**config.mk**
```make
export PLATFORM = sky130hd
export DESIGN_NAME = adc_offset_chop_delay_ctrl
export DESIGN_NICKNAME = d
export VERILOG_FILES = /design/src/adc_ctrl_pkg.sv /design/src/adc_offset_chop_delay_ctrl.sv /design/src/input_sync.sv
export SDC_FILE = /design/constraint.sdc
export NUM_CORES = 1
export LEC_CHECK = 0
export BUFFER_PORTS_ARGS = -buffer_cell sky130_fd_sc_hd__buf_2
export CORE_UTILIZATION = 25
export DETAILED_ROUTE_END_ITERATION = 10
export PLACE_DENSITY = 0.47
export SLEW_MARGIN = 20
export SYNTH_ARGS = -nofsm -noshare
export SYNTH_HDL_FRONTEND = slang
export SYNTH_SLANG_ARGS = --single-unit
```
**constraint.sdc**
```tcl
create_clock -name clk -period 2.74 [get_ports clk]
set_clock_uncertainty 0.15 [all_clocks]
set_input_delay 0.274 -clock clk [delete_from_list [all_inputs] [get_ports clk]]
set_output_delay 0.274 -clock clk [all_outputs]
set_load 0.05 [all_outputs]
```
**src/adc_ctrl_pkg.sv**
```systemverilog
// Shared constants and types of the converter control block.
// Assumes a single 10 MHz system clock and a plain register port.
package adc_ctrl_pkg;

    // Bus and data widths
    localparam int ADDR_W = 8;
    localparam int DATA_W = 32;
    localparam int CODE_W = 10;
    localparam int SUM_W = 11;
    localparam int CHAN_W = 3;
    localparam int DLY_W = 9;

    // Register byte offsets
    localparam logic [ADDR_W-1:0] OFF_CONTROL_MAIN = 8'h00;
    localparam logic [ADDR_W-1:0] OFF_CONTROL_SECOND = 8'h04;
    localparam logic [ADDR_W-1:0] OFF_TRIM_POS = 8'h08;
    localparam logic [ADDR_W-1:0] OFF_TRIM_NEG = 8'h0C;
    localparam logic [ADDR_W-1:0] OFF_DELAY_A = 8'h10;
    localparam logic [ADDR_W-1:0] OFF_DELAY_B = 8'h14;
    localparam logic [ADDR_W-1:0] OFF_RESULT = 8'h18;
    localparam logic [ADDR_W-1:0] OFF_CHOP_SUM = 8'h1C;
    localparam logic [ADDR_W-1:0] OFF_STATUS = 8'h20;

    // Main control fields
    localparam int BIT_REGULATOR = 0;
    localparam int BIT_SAMPLING = 1;
    localparam int BIT_TRIGGER = 2;
    localparam int BIT_CHOP = 3;
    localparam int BIT_MUTE = 4;
    localparam int BIT_SIGN = 5;
    localparam int BIT_SINGLE = 6;
    localparam int CHAN_LSB = 8;

    // Second control fields
    localparam int BIT_ATTEN = 0;
    localparam int BIT_DELAY_EN = 1;

    // Delay setting fields
    localparam int DLY_REG_LSB = 0;
    localparam int DLY_SAMP_LSB = 16;
    localparam int DLY_TRIG_LSB = 0;

    // Status fields
    localparam int ST_BUSY = 0;
    localparam int ST_PHASE = 1;
    localparam int ST_SETTLED = 2;
    localparam int ST_COUNT_LSB = 16;

    // Reset values
    localparam logic [CODE_W-1:0] TRIM_RESET = 10'h200;
    localparam logic [DLY_W-1:0] DLY_REG_RESET = 9'h000;
    localparam logic [DLY_W-1:0] DLY_SAMP_RESET = 9'h00A;
    localparam logic [DLY_W-1:0] DLY_TRIG_RESET = 9'h014;
    localparam logic [CHAN_W-1:0] CHAN_RESET = 3'h0;

    // Channel code of the battery monitor input
    localparam logic [CHAN_W-1:0] BATTERY_CHANNEL = 3'h4;

    // Code landmarks: mid-scale lies between the two middle codes
    localparam logic [CODE_W-1:0] MID_LOW = 10'h1FF;
    localparam logic [CODE_W-1:0] MID_HIGH = 10'h200;
    localparam logic [CODE_W-1:0] CODE_FULL = 10'h3FF;
    localparam logic [SUM_W-1:0] SUM_MID = 11'h3FF;

    // Timing, in picoseconds, and derived cycle counts
    localparam int CLK_PERIOD_PS = 100_000;
    localparam int CONV_TIME_PS = 62_500;
    localparam int CONV_CYCLES = (CONV_TIME_PS / CLK_PERIOD_PS < 1) ? 1 : CONV_TIME_PS / CLK_PERIOD_PS;
    localparam int SYNC_STAGES = 3;
    localparam int CAPTURE_CYCLES = CONV_CYCLES + SYNC_STAGES;
    localparam int SETTLE_TIME_PS = 1_000_000;
    localparam int SETTLE_CYCLES = (SETTLE_TIME_PS + CLK_PERIOD_PS - 1) / CLK_PERIOD_PS;
    localparam int DELAY_MAX_TIME_PS = 32_000_000;
    localparam int DELAY_MAX_CYCLES = DELAY_MAX_TIME_PS / CLK_PERIOD_PS;
    localparam int WAIT_W = 4;
    localparam int SETTLE_W = 5;

    // Conversion sequencer states
    typedef enum logic [1:0] {
        st_sample,
        st_delay,
        st_convert,
        st_resample
    } conv_state_type;

endpackage : adc_ctrl_pkg

```
**src/adc_offset_chop_delay_ctrl.sv**
```systemverilog
// Control logic of a 10-bit converter: chopping, mute, trims, delays.
// Assumes the analog core returns its code on analog_code after a start pulse.
//
// What this block does
// - Chop bit runs paired opposite-sign conversions
// - Mid-scale zero point between 1FF and 200
// - Mute ties converter input to centre scale
// - Sign bit inverts converter input and output
// - Chop pair sums to 11 bits, LSB dropped
// - Battery channel forces attenuator on
// - Conversion takes about one short cycle
// - Counter starts with trigger, stops when done
// - Clearing delay enable resets the counter
// - Trigger bit clears when conversion is ready
// - Sampling tracks input; conversion start ends sampling
//
// Added by the designer: strobed register access and the placing of the registers.
module adc_offset_chop_delay_ctrl
    import adc_ctrl_pkg::*;
(
    input wire logic clk, // System clock
    input wire logic srst, // Synchronous reset, active high
    input wire logic [ADDR_W-1:0] addr, // Register byte address
    input wire logic [DATA_W-1:0] wdata, // Write data
    input wire logic we, // Write strobe
    input wire logic re, // Read strobe
    output logic [DATA_W-1:0] rdata, // Read data, cycle after re
    input wire logic [CODE_W-1:0] analog_code, // Raw code from analog core
    output logic regulator_on, // Regulator enable to analog
    output logic sampling_on, // Sampling enable to analog
    output logic convert_start, // One-cycle conversion start pulse
    output logic mute_to_analog, // Input mute to analog
    output logic sign_to_analog, // Input inversion to analog
    output logic attenuator_on, // Attenuator enable to analog
    output logic single_ended_to_analog, // Single-ended mode to analog
    output logic [CHAN_W-1:0] channel_to_analog, // Channel select to analog
    output logic [CODE_W-1:0] trim_pos_to_analog, // Positive offset trim
    output logic [CODE_W-1:0] trim_neg_to_analog // Negative offset trim
);

    // Software control state
    logic regulator_enable; // Regulator request
    logic sampling_enable; // Sampling request
    logic conversion_trigger; // Conversion request, cleared when done
    logic chop_enable; // Chopped operation
    logic input_mute; // Input to centre scale
    logic sign_invert; // Input and output inversion
    logic single_ended_select; // Single-ended when 1
    logic [CHAN_W-1:0] channel_select; // Input channel
    logic attenuator_enable; // Attenuator request
    logic delay_counter_enable; // Delay counter enable
    logic [CODE_W-1:0] offset_trim_positive; // Positive trim
    logic [CODE_W-1:0] offset_trim_negative; // Negative trim
    logic [DLY_W-1:0] dly_regulator; // Regulator delay, cycles
    logic [DLY_W-1:0] dly_sampling; // Sampling delay, cycles
    logic [DLY_W-1:0] dly_trigger; // Trigger delay, cycles

    // Results and sequencer state
    logic [CODE_W-1:0] conversion_result; // Last result
    logic [SUM_W-1:0] chop_sum; // Last chopped 11-bit sum
    logic [CODE_W-1:0] first_code; // First half of a chop pair
    conv_state_type state; // Sequencer state
    conv_state_type next_state; // Sequencer next state
    logic [WAIT_W-1:0] wait_cnt; // Cycles spent in conversion
    logic chop_phase; // Second half of a chop pair
    logic [DLY_W-1:0] delay_count; // Delay counter value
    logic counting; // Delay counter running
    logic delay_started; // Counter started since enable
    logic [SETTLE_W-1:0] settle_cnt; // Cycles since last control write, saturating
    logic [CODE_W-1:0] code_sync; // Synchronised analog code

    // Decoded strobes and helpers
    logic wr_main; // Write to main control
    logic wr_second; // Write to second control
    logic trigger_set; // Software writes trigger high
    logic start_req; // Accepted conversion request
    logic half_done; // Last cycle of one conversion
    logic conv_done; // Whole conversion finished
    logic eff_sign; // Sign applied to current conversion
    logic eff_atten; // Attenuator after battery forcing
    logic [CODE_W-1:0] corrected; // Code after output inversion
    logic [SUM_W-1:0] pair_sum; // Sum of a chop pair
    logic [DATA_W-1:0] read_mux; // Read data selection

    // Bring the analog code into the clock domain
    input_sync #(
        .WIDTH(CODE_W)
    ) u_code_sync (
        .clk(clk),
        .srst(srst),
        .din(analog_code),
        .dout(code_sync)
    );

    // Address decode and conversion bookkeeping
    assign wr_main = we && (addr == OFF_CONTROL_MAIN);
    assign wr_second = we && (addr == OFF_CONTROL_SECOND);
    assign trigger_set = wr_main && wdata[BIT_TRIGGER];
    assign start_req = trigger_set && !conversion_trigger && (state == st_sample);
    assign half_done = (state == st_convert) && (wait_cnt == WAIT_W'(CAPTURE_CYCLES - 1));
    assign conv_done = half_done && (!chop_enable || chop_phase);
    assign eff_sign = sign_invert ^ chop_phase;
    assign eff_atten = attenuator_enable || (channel_select == BATTERY_CHANNEL);
    assign corrected = eff_sign ? (CODE_FULL - code_sync) : code_sync;
    assign pair_sum = SUM_W'(first_code) + SUM_W'(corrected);

    // Sequencer next state
    always_comb begin
        next_state = state;
        unique case (state)
            st_sample: begin
                if (start_req) begin
                    next_state = delay_counter_enable ? st_delay : st_convert;
                end
            end
            st_delay: begin
                // Leave on reaching the delay, the 32 us cap, or a counter reset
                if (!delay_counter_enable || delay_count >= dly_trigger ||
                        delay_count == DLY_W'(DELAY_MAX_CYCLES)) begin
                    next_state = st_convert;
                end
            end
            st_convert: begin
                if (conv_done) begin
                    next_state = st_sample;
                end else if (half_done) begin
                    next_state = st_resample;
                end
            end
            st_resample: begin
                next_state = st_convert;
            end
        endcase
    end

    // Sequencer state, conversion timer and chop phase
    always_ff @(posedge clk) begin
        if (srst) begin
            state <= st_sample;
            wait_cnt <= '0;
            chop_phase <= 1'b0;
            convert_start <= 1'b0;
        end else begin
            state <= next_state;
            convert_start <= (next_state == st_convert) && (state != st_convert);
            if (state == st_convert) begin
                wait_cnt <= wait_cnt + WAIT_W'(1);
            end else begin
                wait_cnt <= '0;
            end
            if (conv_done) begin
                chop_phase <= 1'b0;
            end else if (half_done) begin
                chop_phase <= 1'b1;
            end
        end
    end

    // Result capture, plain or chopped
    always_ff @(posedge clk) begin
        if (srst) begin
            conversion_result <= MID_HIGH;
            chop_sum <= SUM_MID;
            first_code <= MID_LOW;
        end else if (half_done) begin
            if (!chop_phase && chop_enable) begin
                first_code <= corrected; // First half of the pair
            end else if (chop_enable) begin
                chop_sum <= pair_sum;
                conversion_result <= pair_sum[SUM_W-1:1];
            end else begin
                conversion_result <= corrected;
            end
        end
    end

    // Main control register; a software set beats the hardware clear
    always_ff @(posedge clk) begin
        if (srst) begin
            regulator_enable <= 1'b0;
            sampling_enable <= 1'b0;
            conversion_trigger <= 1'b0;
            chop_enable <= 1'b0;
            input_mute <= 1'b0;
            sign_invert <= 1'b0;
            single_ended_select <= 1'b0;
            channel_select <= CHAN_RESET;
        end else if (wr_main) begin
            regulator_enable <= wdata[BIT_REGULATOR];
            sampling_enable <= wdata[BIT_SAMPLING];
            conversion_trigger <= wdata[BIT_TRIGGER] || (conversion_trigger && !conv_done);
            chop_enable <= wdata[BIT_CHOP];
            input_mute <= wdata[BIT_MUTE];
            sign_invert <= wdata[BIT_SIGN];
            single_ended_select <= wdata[BIT_SINGLE];
            channel_select <= wdata[CHAN_LSB +: CHAN_W];
        end else if (conv_done) begin
            conversion_trigger <= 1'b0;
        end
    end

    // Second control, trims and delay settings
    always_ff @(posedge clk) begin
        if (srst) begin
            attenuator_enable <= 1'b0;
            delay_counter_enable <= 1'b0;
            offset_trim_positive <= TRIM_RESET;
            offset_trim_negative <= TRIM_RESET;
            dly_regulator <= DLY_REG_RESET;
            dly_sampling <= DLY_SAMP_RESET;
            dly_trigger <= DLY_TRIG_RESET;
        end else if (we) begin
            if (wr_second) begin
                attenuator_enable <= wdata[BIT_ATTEN];
                delay_counter_enable <= wdata[BIT_DELAY_EN];
            end
            if (addr == OFF_TRIM_POS) begin
                offset_trim_positive <= wdata[CODE_W-1:0];
            end
            if (addr == OFF_TRIM_NEG) begin
                offset_trim_negative <= wdata[CODE_W-1:0];
            end
            if (addr == OFF_DELAY_A) begin
                dly_regulator <= wdata[DLY_REG_LSB +: DLY_W];
                dly_sampling <= wdata[DLY_SAMP_LSB +: DLY_W];
            end
            if (addr == OFF_DELAY_B) begin
                dly_trigger <= wdata[DLY_TRIG_LSB +: DLY_W];
            end
        end
    end

    // Delay counter: runs from trigger to conversion end, capped at 32 us
    always_ff @(posedge clk) begin
        if (srst || !delay_counter_enable) begin
            delay_count <= '0;
            counting <= 1'b0;
            delay_started <= 1'b0;
        end else begin
            if (start_req) begin
                counting <= 1'b1;
                delay_started <= 1'b1;
            end else if (conv_done) begin
                counting <= 1'b0;
            end
            if (counting && (delay_count < DLY_W'(DELAY_MAX_CYCLES))) begin
                delay_count <= delay_count + DLY_W'(1);
            end
        end
    end

    // Settling timer, restarted by any write to either control register
    always_ff @(posedge clk) begin
        if (srst || wr_main || wr_second) begin
            settle_cnt <= '0;
        end else if (settle_cnt < SETTLE_W'(SETTLE_CYCLES)) begin
            settle_cnt <= settle_cnt + SETTLE_W'(1);
        end
    end

    // Analog controls; regulator and sampling each gated by its delay when the counter is used
    always_ff @(posedge clk) begin
        if (srst) begin
            regulator_on <= 1'b0;
            sampling_on <= 1'b0;
            mute_to_analog <= 1'b0;
            sign_to_analog <= 1'b0;
            attenuator_on <= 1'b0;
            single_ended_to_analog <= 1'b0;
            channel_to_analog <= CHAN_RESET;
            trim_pos_to_analog <= TRIM_RESET;
            trim_neg_to_analog <= TRIM_RESET;
        end else begin
            regulator_on <= regulator_enable &&
                (!delay_counter_enable || (delay_started && delay_count >= dly_regulator));
            sampling_on <= sampling_enable && (state != st_convert) &&
                (!delay_counter_enable || (delay_started && delay_count >= dly_sampling));
            mute_to_analog <= input_mute;
            sign_to_analog <= eff_sign;
            attenuator_on <= eff_atten;
            single_ended_to_analog <= single_ended_select;
            channel_to_analog <= channel_select;
            trim_pos_to_analog <= offset_trim_positive;
            trim_neg_to_analog <= offset_trim_negative;
        end
    end

    // Read selection; unmapped addresses read zero
    always_comb begin
        read_mux = '0;
        unique case (addr)
            OFF_CONTROL_MAIN: begin
                read_mux[BIT_REGULATOR] = regulator_enable;
                read_mux[BIT_SAMPLING] = sampling_enable;
                read_mux[BIT_TRIGGER] = conversion_trigger;
                read_mux[BIT_CHOP] = chop_enable;
                read_mux[BIT_MUTE] = input_mute;
                read_mux[BIT_SIGN] = sign_invert;
                read_mux[BIT_SINGLE] = single_ended_select;
                read_mux[CHAN_LSB +: CHAN_W] = channel_select;
            end
            OFF_CONTROL_SECOND: begin
                read_mux[BIT_ATTEN] = eff_atten;
                read_mux[BIT_DELAY_EN] = delay_counter_enable;
            end
            OFF_TRIM_POS: read_mux[CODE_W-1:0] = offset_trim_positive;
            OFF_TRIM_NEG: read_mux[CODE_W-1:0] = offset_trim_negative;
            OFF_DELAY_A: begin
                read_mux[DLY_REG_LSB +: DLY_W] = dly_regulator;
                read_mux[DLY_SAMP_LSB +: DLY_W] = dly_sampling;
            end
            OFF_DELAY_B: read_mux[DLY_TRIG_LSB +: DLY_W] = dly_trigger;
            OFF_RESULT: read_mux[CODE_W-1:0] = conversion_result;
            OFF_CHOP_SUM: read_mux[SUM_W-1:0] = chop_sum;
            OFF_STATUS: begin
                read_mux[ST_BUSY] = (state != st_sample);
                read_mux[ST_PHASE] = chop_phase;
                read_mux[ST_SETTLED] = (settle_cnt == SETTLE_W'(SETTLE_CYCLES));
                read_mux[ST_COUNT_LSB +: DLY_W] = delay_count;
            end
            default: read_mux = '0;
        endcase
    end

    // Read data stand only in the cycle after the strobe
    always_ff @(posedge clk) begin
        if (srst) begin
            rdata <= '0;
        end else begin
            rdata <= re ? read_mux : '0;
        end
    end

endmodule : adc_offset_chop_delay_ctrl

```
**src/input_sync.sv**
```systemverilog
// Three-stage synchroniser for a bus from the analog core.
// Assumes each bit may change at any time relative to clk.
module input_sync #(
    parameter int WIDTH = 10
) (
    input wire logic clk, // System clock
    input wire logic srst, // Synchronous reset, active high
    input wire logic [WIDTH-1:0] din, // Unsynchronised input
    output logic [WIDTH-1:0] dout // Filtered, synchronised output
);

    // One chain per bit; a change counts once stages two and three agree
    for (genvar i = 0; i < WIDTH; i++) begin : g_bit
        logic s1; // First stage, read only by the second
        logic s2; // Second stage
        logic s3; // Third stage

        always_ff @(posedge clk) begin
            if (srst) begin
                s1 <= 1'b0;
                s2 <= 1'b0;
                s3 <= 1'b0;
                dout[i] <= 1'b0;
            end else begin
                s1 <= din[i];
                s2 <= s1;
                s3 <= s2;
                if (s2 == s3) begin
                    dout[i] <= s3;
                end
            end
        end
    end

endmodule : input_sync

```
==> reports/metrics.yaml <==
tns_ns: 0
fmax_mhz: 378
ys_ff_latch: 203
h-tree-depth: 1
dieArea_mm2: 0.0353
dpl_cell_area_mm2: 0.00974
crit_path_max_incr_delay_ns: 0.34
numPortBuffers: 91
start_util_pct: 25.6
core_area_mm2: 0.0338
cts-root-buf: "clkbuf_16"
synth_area_mm2: 0.00864
finalMaxSlewViolations: 0
p_sw_mw: 1.49
dp.cells: 1524
ant_nets: 0
yosys.area.top_type_share_pct: 47.0
syn2layout_area_growth_pct: 27.3
setup_viol: 0
yosysWarnings: 0
drc: 0
ys_async_sr_fraction_pct: 0
antenna_found_initial: 0
first_global_vias: 7047
seqPwrFrac_pct: 45.5
wl_mm: 25.4
nFillCells: 3545
grt_pass1_wl_mm: 39.9
end_kind: "register"
post-route-period-util_pct: 96.5
crit_top_cell: "buf_4"
cp_max_fo: 5
drtIter0Drc: 489
p_leak_nw: 4.35
crit_arrival_ns: 2.96
vdd_ir_drop_max_uv: 377
avgSynthCellArea_um2: 8.70
power.internal_mw: 5.07
synth_seq_area_share_pct: 47.0
synth_area_leaders: "dfxtp_1, nand2_1, a21oi_1"
yosys-top-cells-count: "dfxtp_1, nand2_1, a21oi_1"
synth_ff_type: "dfxtp_1"
critPathKind: "reg -> reg"
gp_congestion: 0.834
crit_path_start_kind: "register"
hp-class: "in -> reg"
cts_made_buffers: 23
clkPwrFrac_pct: 50.4
die_y_um: 188
die_w_um: 188
status: "completed"
required_ns: 3.05
syn_inst: 993
final_cells: 1603
synth_top_area_cell: "dfxtp_1"
overflow: 0
crit_path_top_delay_cell: "dfxtp_1"
synth.most_common_cell: "dfxtp_1"
cellPowerDensity_mw_per_mm2: 596
path_delay_family: "compound AO/OA/AOI/OAI gates"
hold_viol: 0
hold_ws_ns: 0.117
drive_gt1_share_pct: 17.6
grt_max_degree: 81
timing.slew.headroom_pct: 45.7
rows: 67
finalPower_mw: 6.56
io_pins: 116
dp_hpwl_mm: 18.3
clock_path_buffers: 3
cts_tree: "yes"
routedWlPerCell_um: 15.9
finalCriticalPeriod_ns: 2.64
insertedDiodeCount: 0
dr.pass1.iters: 6
p_comb_share_pct: 4.1
netlist-cell-type-count: 62
tightest_slew_ns: 0.806
vias: 7307
fin_nets: 1235
path_clk_slew_ns: 0.06
clk_latency_ns: 0.53
switching_share_pct: 22.7
stdcell_area_mm2: 0.0110
drt-vias-per-instance: 4.56
synth-edff-count: 0
critPathBufInv: 3
path_cells: "xnor2_2 -> buf_6 -> xnor2_1 -> ha_2 -> buf_4 -> a211oi_2 -> o211ai_1 -> a41oi_2 -> buf_4 -> mux2i_1 -> nand2_1 -> a21oi_2"
cts_sinks: 203
cap_violations: 0
gr-usage-all-layers_pct: 14.3
[cell type report]
class | instances | area, um2 | area share (%)
timing repair buffer | 168 | 1160 | 10.6
clock inverter | 12 | 188 | 1.71
tap | 448 | 561 | 5.10
multi-input combinational | 704 | 4260 | 38.8
clock buffer | 30 | 622 | 5.65
inverter | 38 | 143 | 1.30
sequential | 203 | 4060 | 36.9
[through the flow]
stage | utilization, % | setup WS (ns)
after detailed placement | 28.8 | 0.0164
after floorplan | - | 0.0939
after global placement | 28.8 | 0.0386
after CTS | 32.2 | 0.0306
final | 32.6 | 0.0965
after global routing | 32.6 | -0.0152
[final timing paths]
kind | startpoint | endpoint | slack (ns) | cells after the start
worst max-delay path | chop_phase | conversion_result[8] | 0.1 | 12
worst min-delay path | re | rdata[0] | 0.12 | 4
worst max register to register | chop_phase | conversion_result[8] | 0.1 | 12
worst min register to register | u_code_sync.g_bit[6].s1 | u_code_sync.g_bit[6].s2 | 0.28 | 1
[cell families after synthesis]
family | count (synthesis) | synth area share (%)
AND/OR/NAND/NOR | 377 | 21.4
AO/OA/AOI/OAI | 238 | 16.6
flip-flops | 203 | 47.0
buffers and inverters | 97 | 5.08
adder cells (fa/ha/maj) | 43 | 6.31
XOR/XNOR | 26 | 2.64
multiplexers | 8 | 0.941
other | 1 | 0.0434
[flip-flops by register name (all words and copies together) (netlist names), 10 cells and up]
signal	cells
u_code_sync.g_bit.s3	10
rdata	20
u_code_sync.dout	10
u_code_sync.g_bit.s1	10
trim_pos_to_analog	10
offset_trim_negative	10
first_code	10
conversion_result	10
u_code_sync.g_bit.s2	10
chop_sum	11
offset_trim_positive	10
trim_neg_to_analog	10
[layout by cell type (no fill, tap or decap), types with 14 or more instances in the layout]
| master | instances |
|---|---|
| nor2b_1 | 59 |
| clkbuf_16 | 23 |
| a22oi_1 | 26 |
| ha_1 | 39 |
| nor3_1 | 14 |
| buf_2 | 90 |
| buf_4 | 41 |
| dlygate4sd3_1 | 32 |
| nor2_1 | 52 |
| inv_1 | 38 |
| o21ai_0 | 38 |
| dfxtp_1 | 203 |
| a21oi_1 | 105 |
| nand2_1 | 147 |
| nand3_1 | 54 |
[repair_timing]
action / 4_1_cts / 5_1_grt
gates resized for setup: 1 / 23
endpoints found under the hold margin: 82 / 0
hold buffers: 32 / 0
endpoints found under the setup margin: 1 / 8
gates cloned: 0 / 1
pin swaps: 0 / 5
buffers inserted: 0 / 4
[layer usage]
| metal | track usage (%) | vias up | part of all wire (%) | wire length, um |
|---|---|---|---|---|
| met4 | 4.07 | 0 | 2.1 | 544 |
| met5 | 0 | - | 0 | 0 |
| met2 | 22.3 | 176 | 44 | 11100 |
| met3 | 1.83 | 37 | 4.7 | 1190 |
| met1 | 20.4 | 3388 | 49 | 12500 |
| li1 | - | 3706 | - | - |
[tightest hold or removal path: stages]
cell	delay, ns
buf_2	0.13
nor2b_1	0.14
o21ai_0	0.09
a31oi_1	0.09
[power by group through the flow]
stage / clock network, mW / registers (mW) / logic (mW)
after floorplan: 0 / 3.05 / 0.153
after global placement: 0 / 3.05 / 0.232
after detailed placement: 0 / 3.05 / 0.233
after CTS: 3.40 / 2.99 / 0.269
after global routing: 3.53 / 2.99 / 0.291
final: 3.30 / 2.99 / 0.270
No activity file was read; power rests on OpenSTA's default activity.
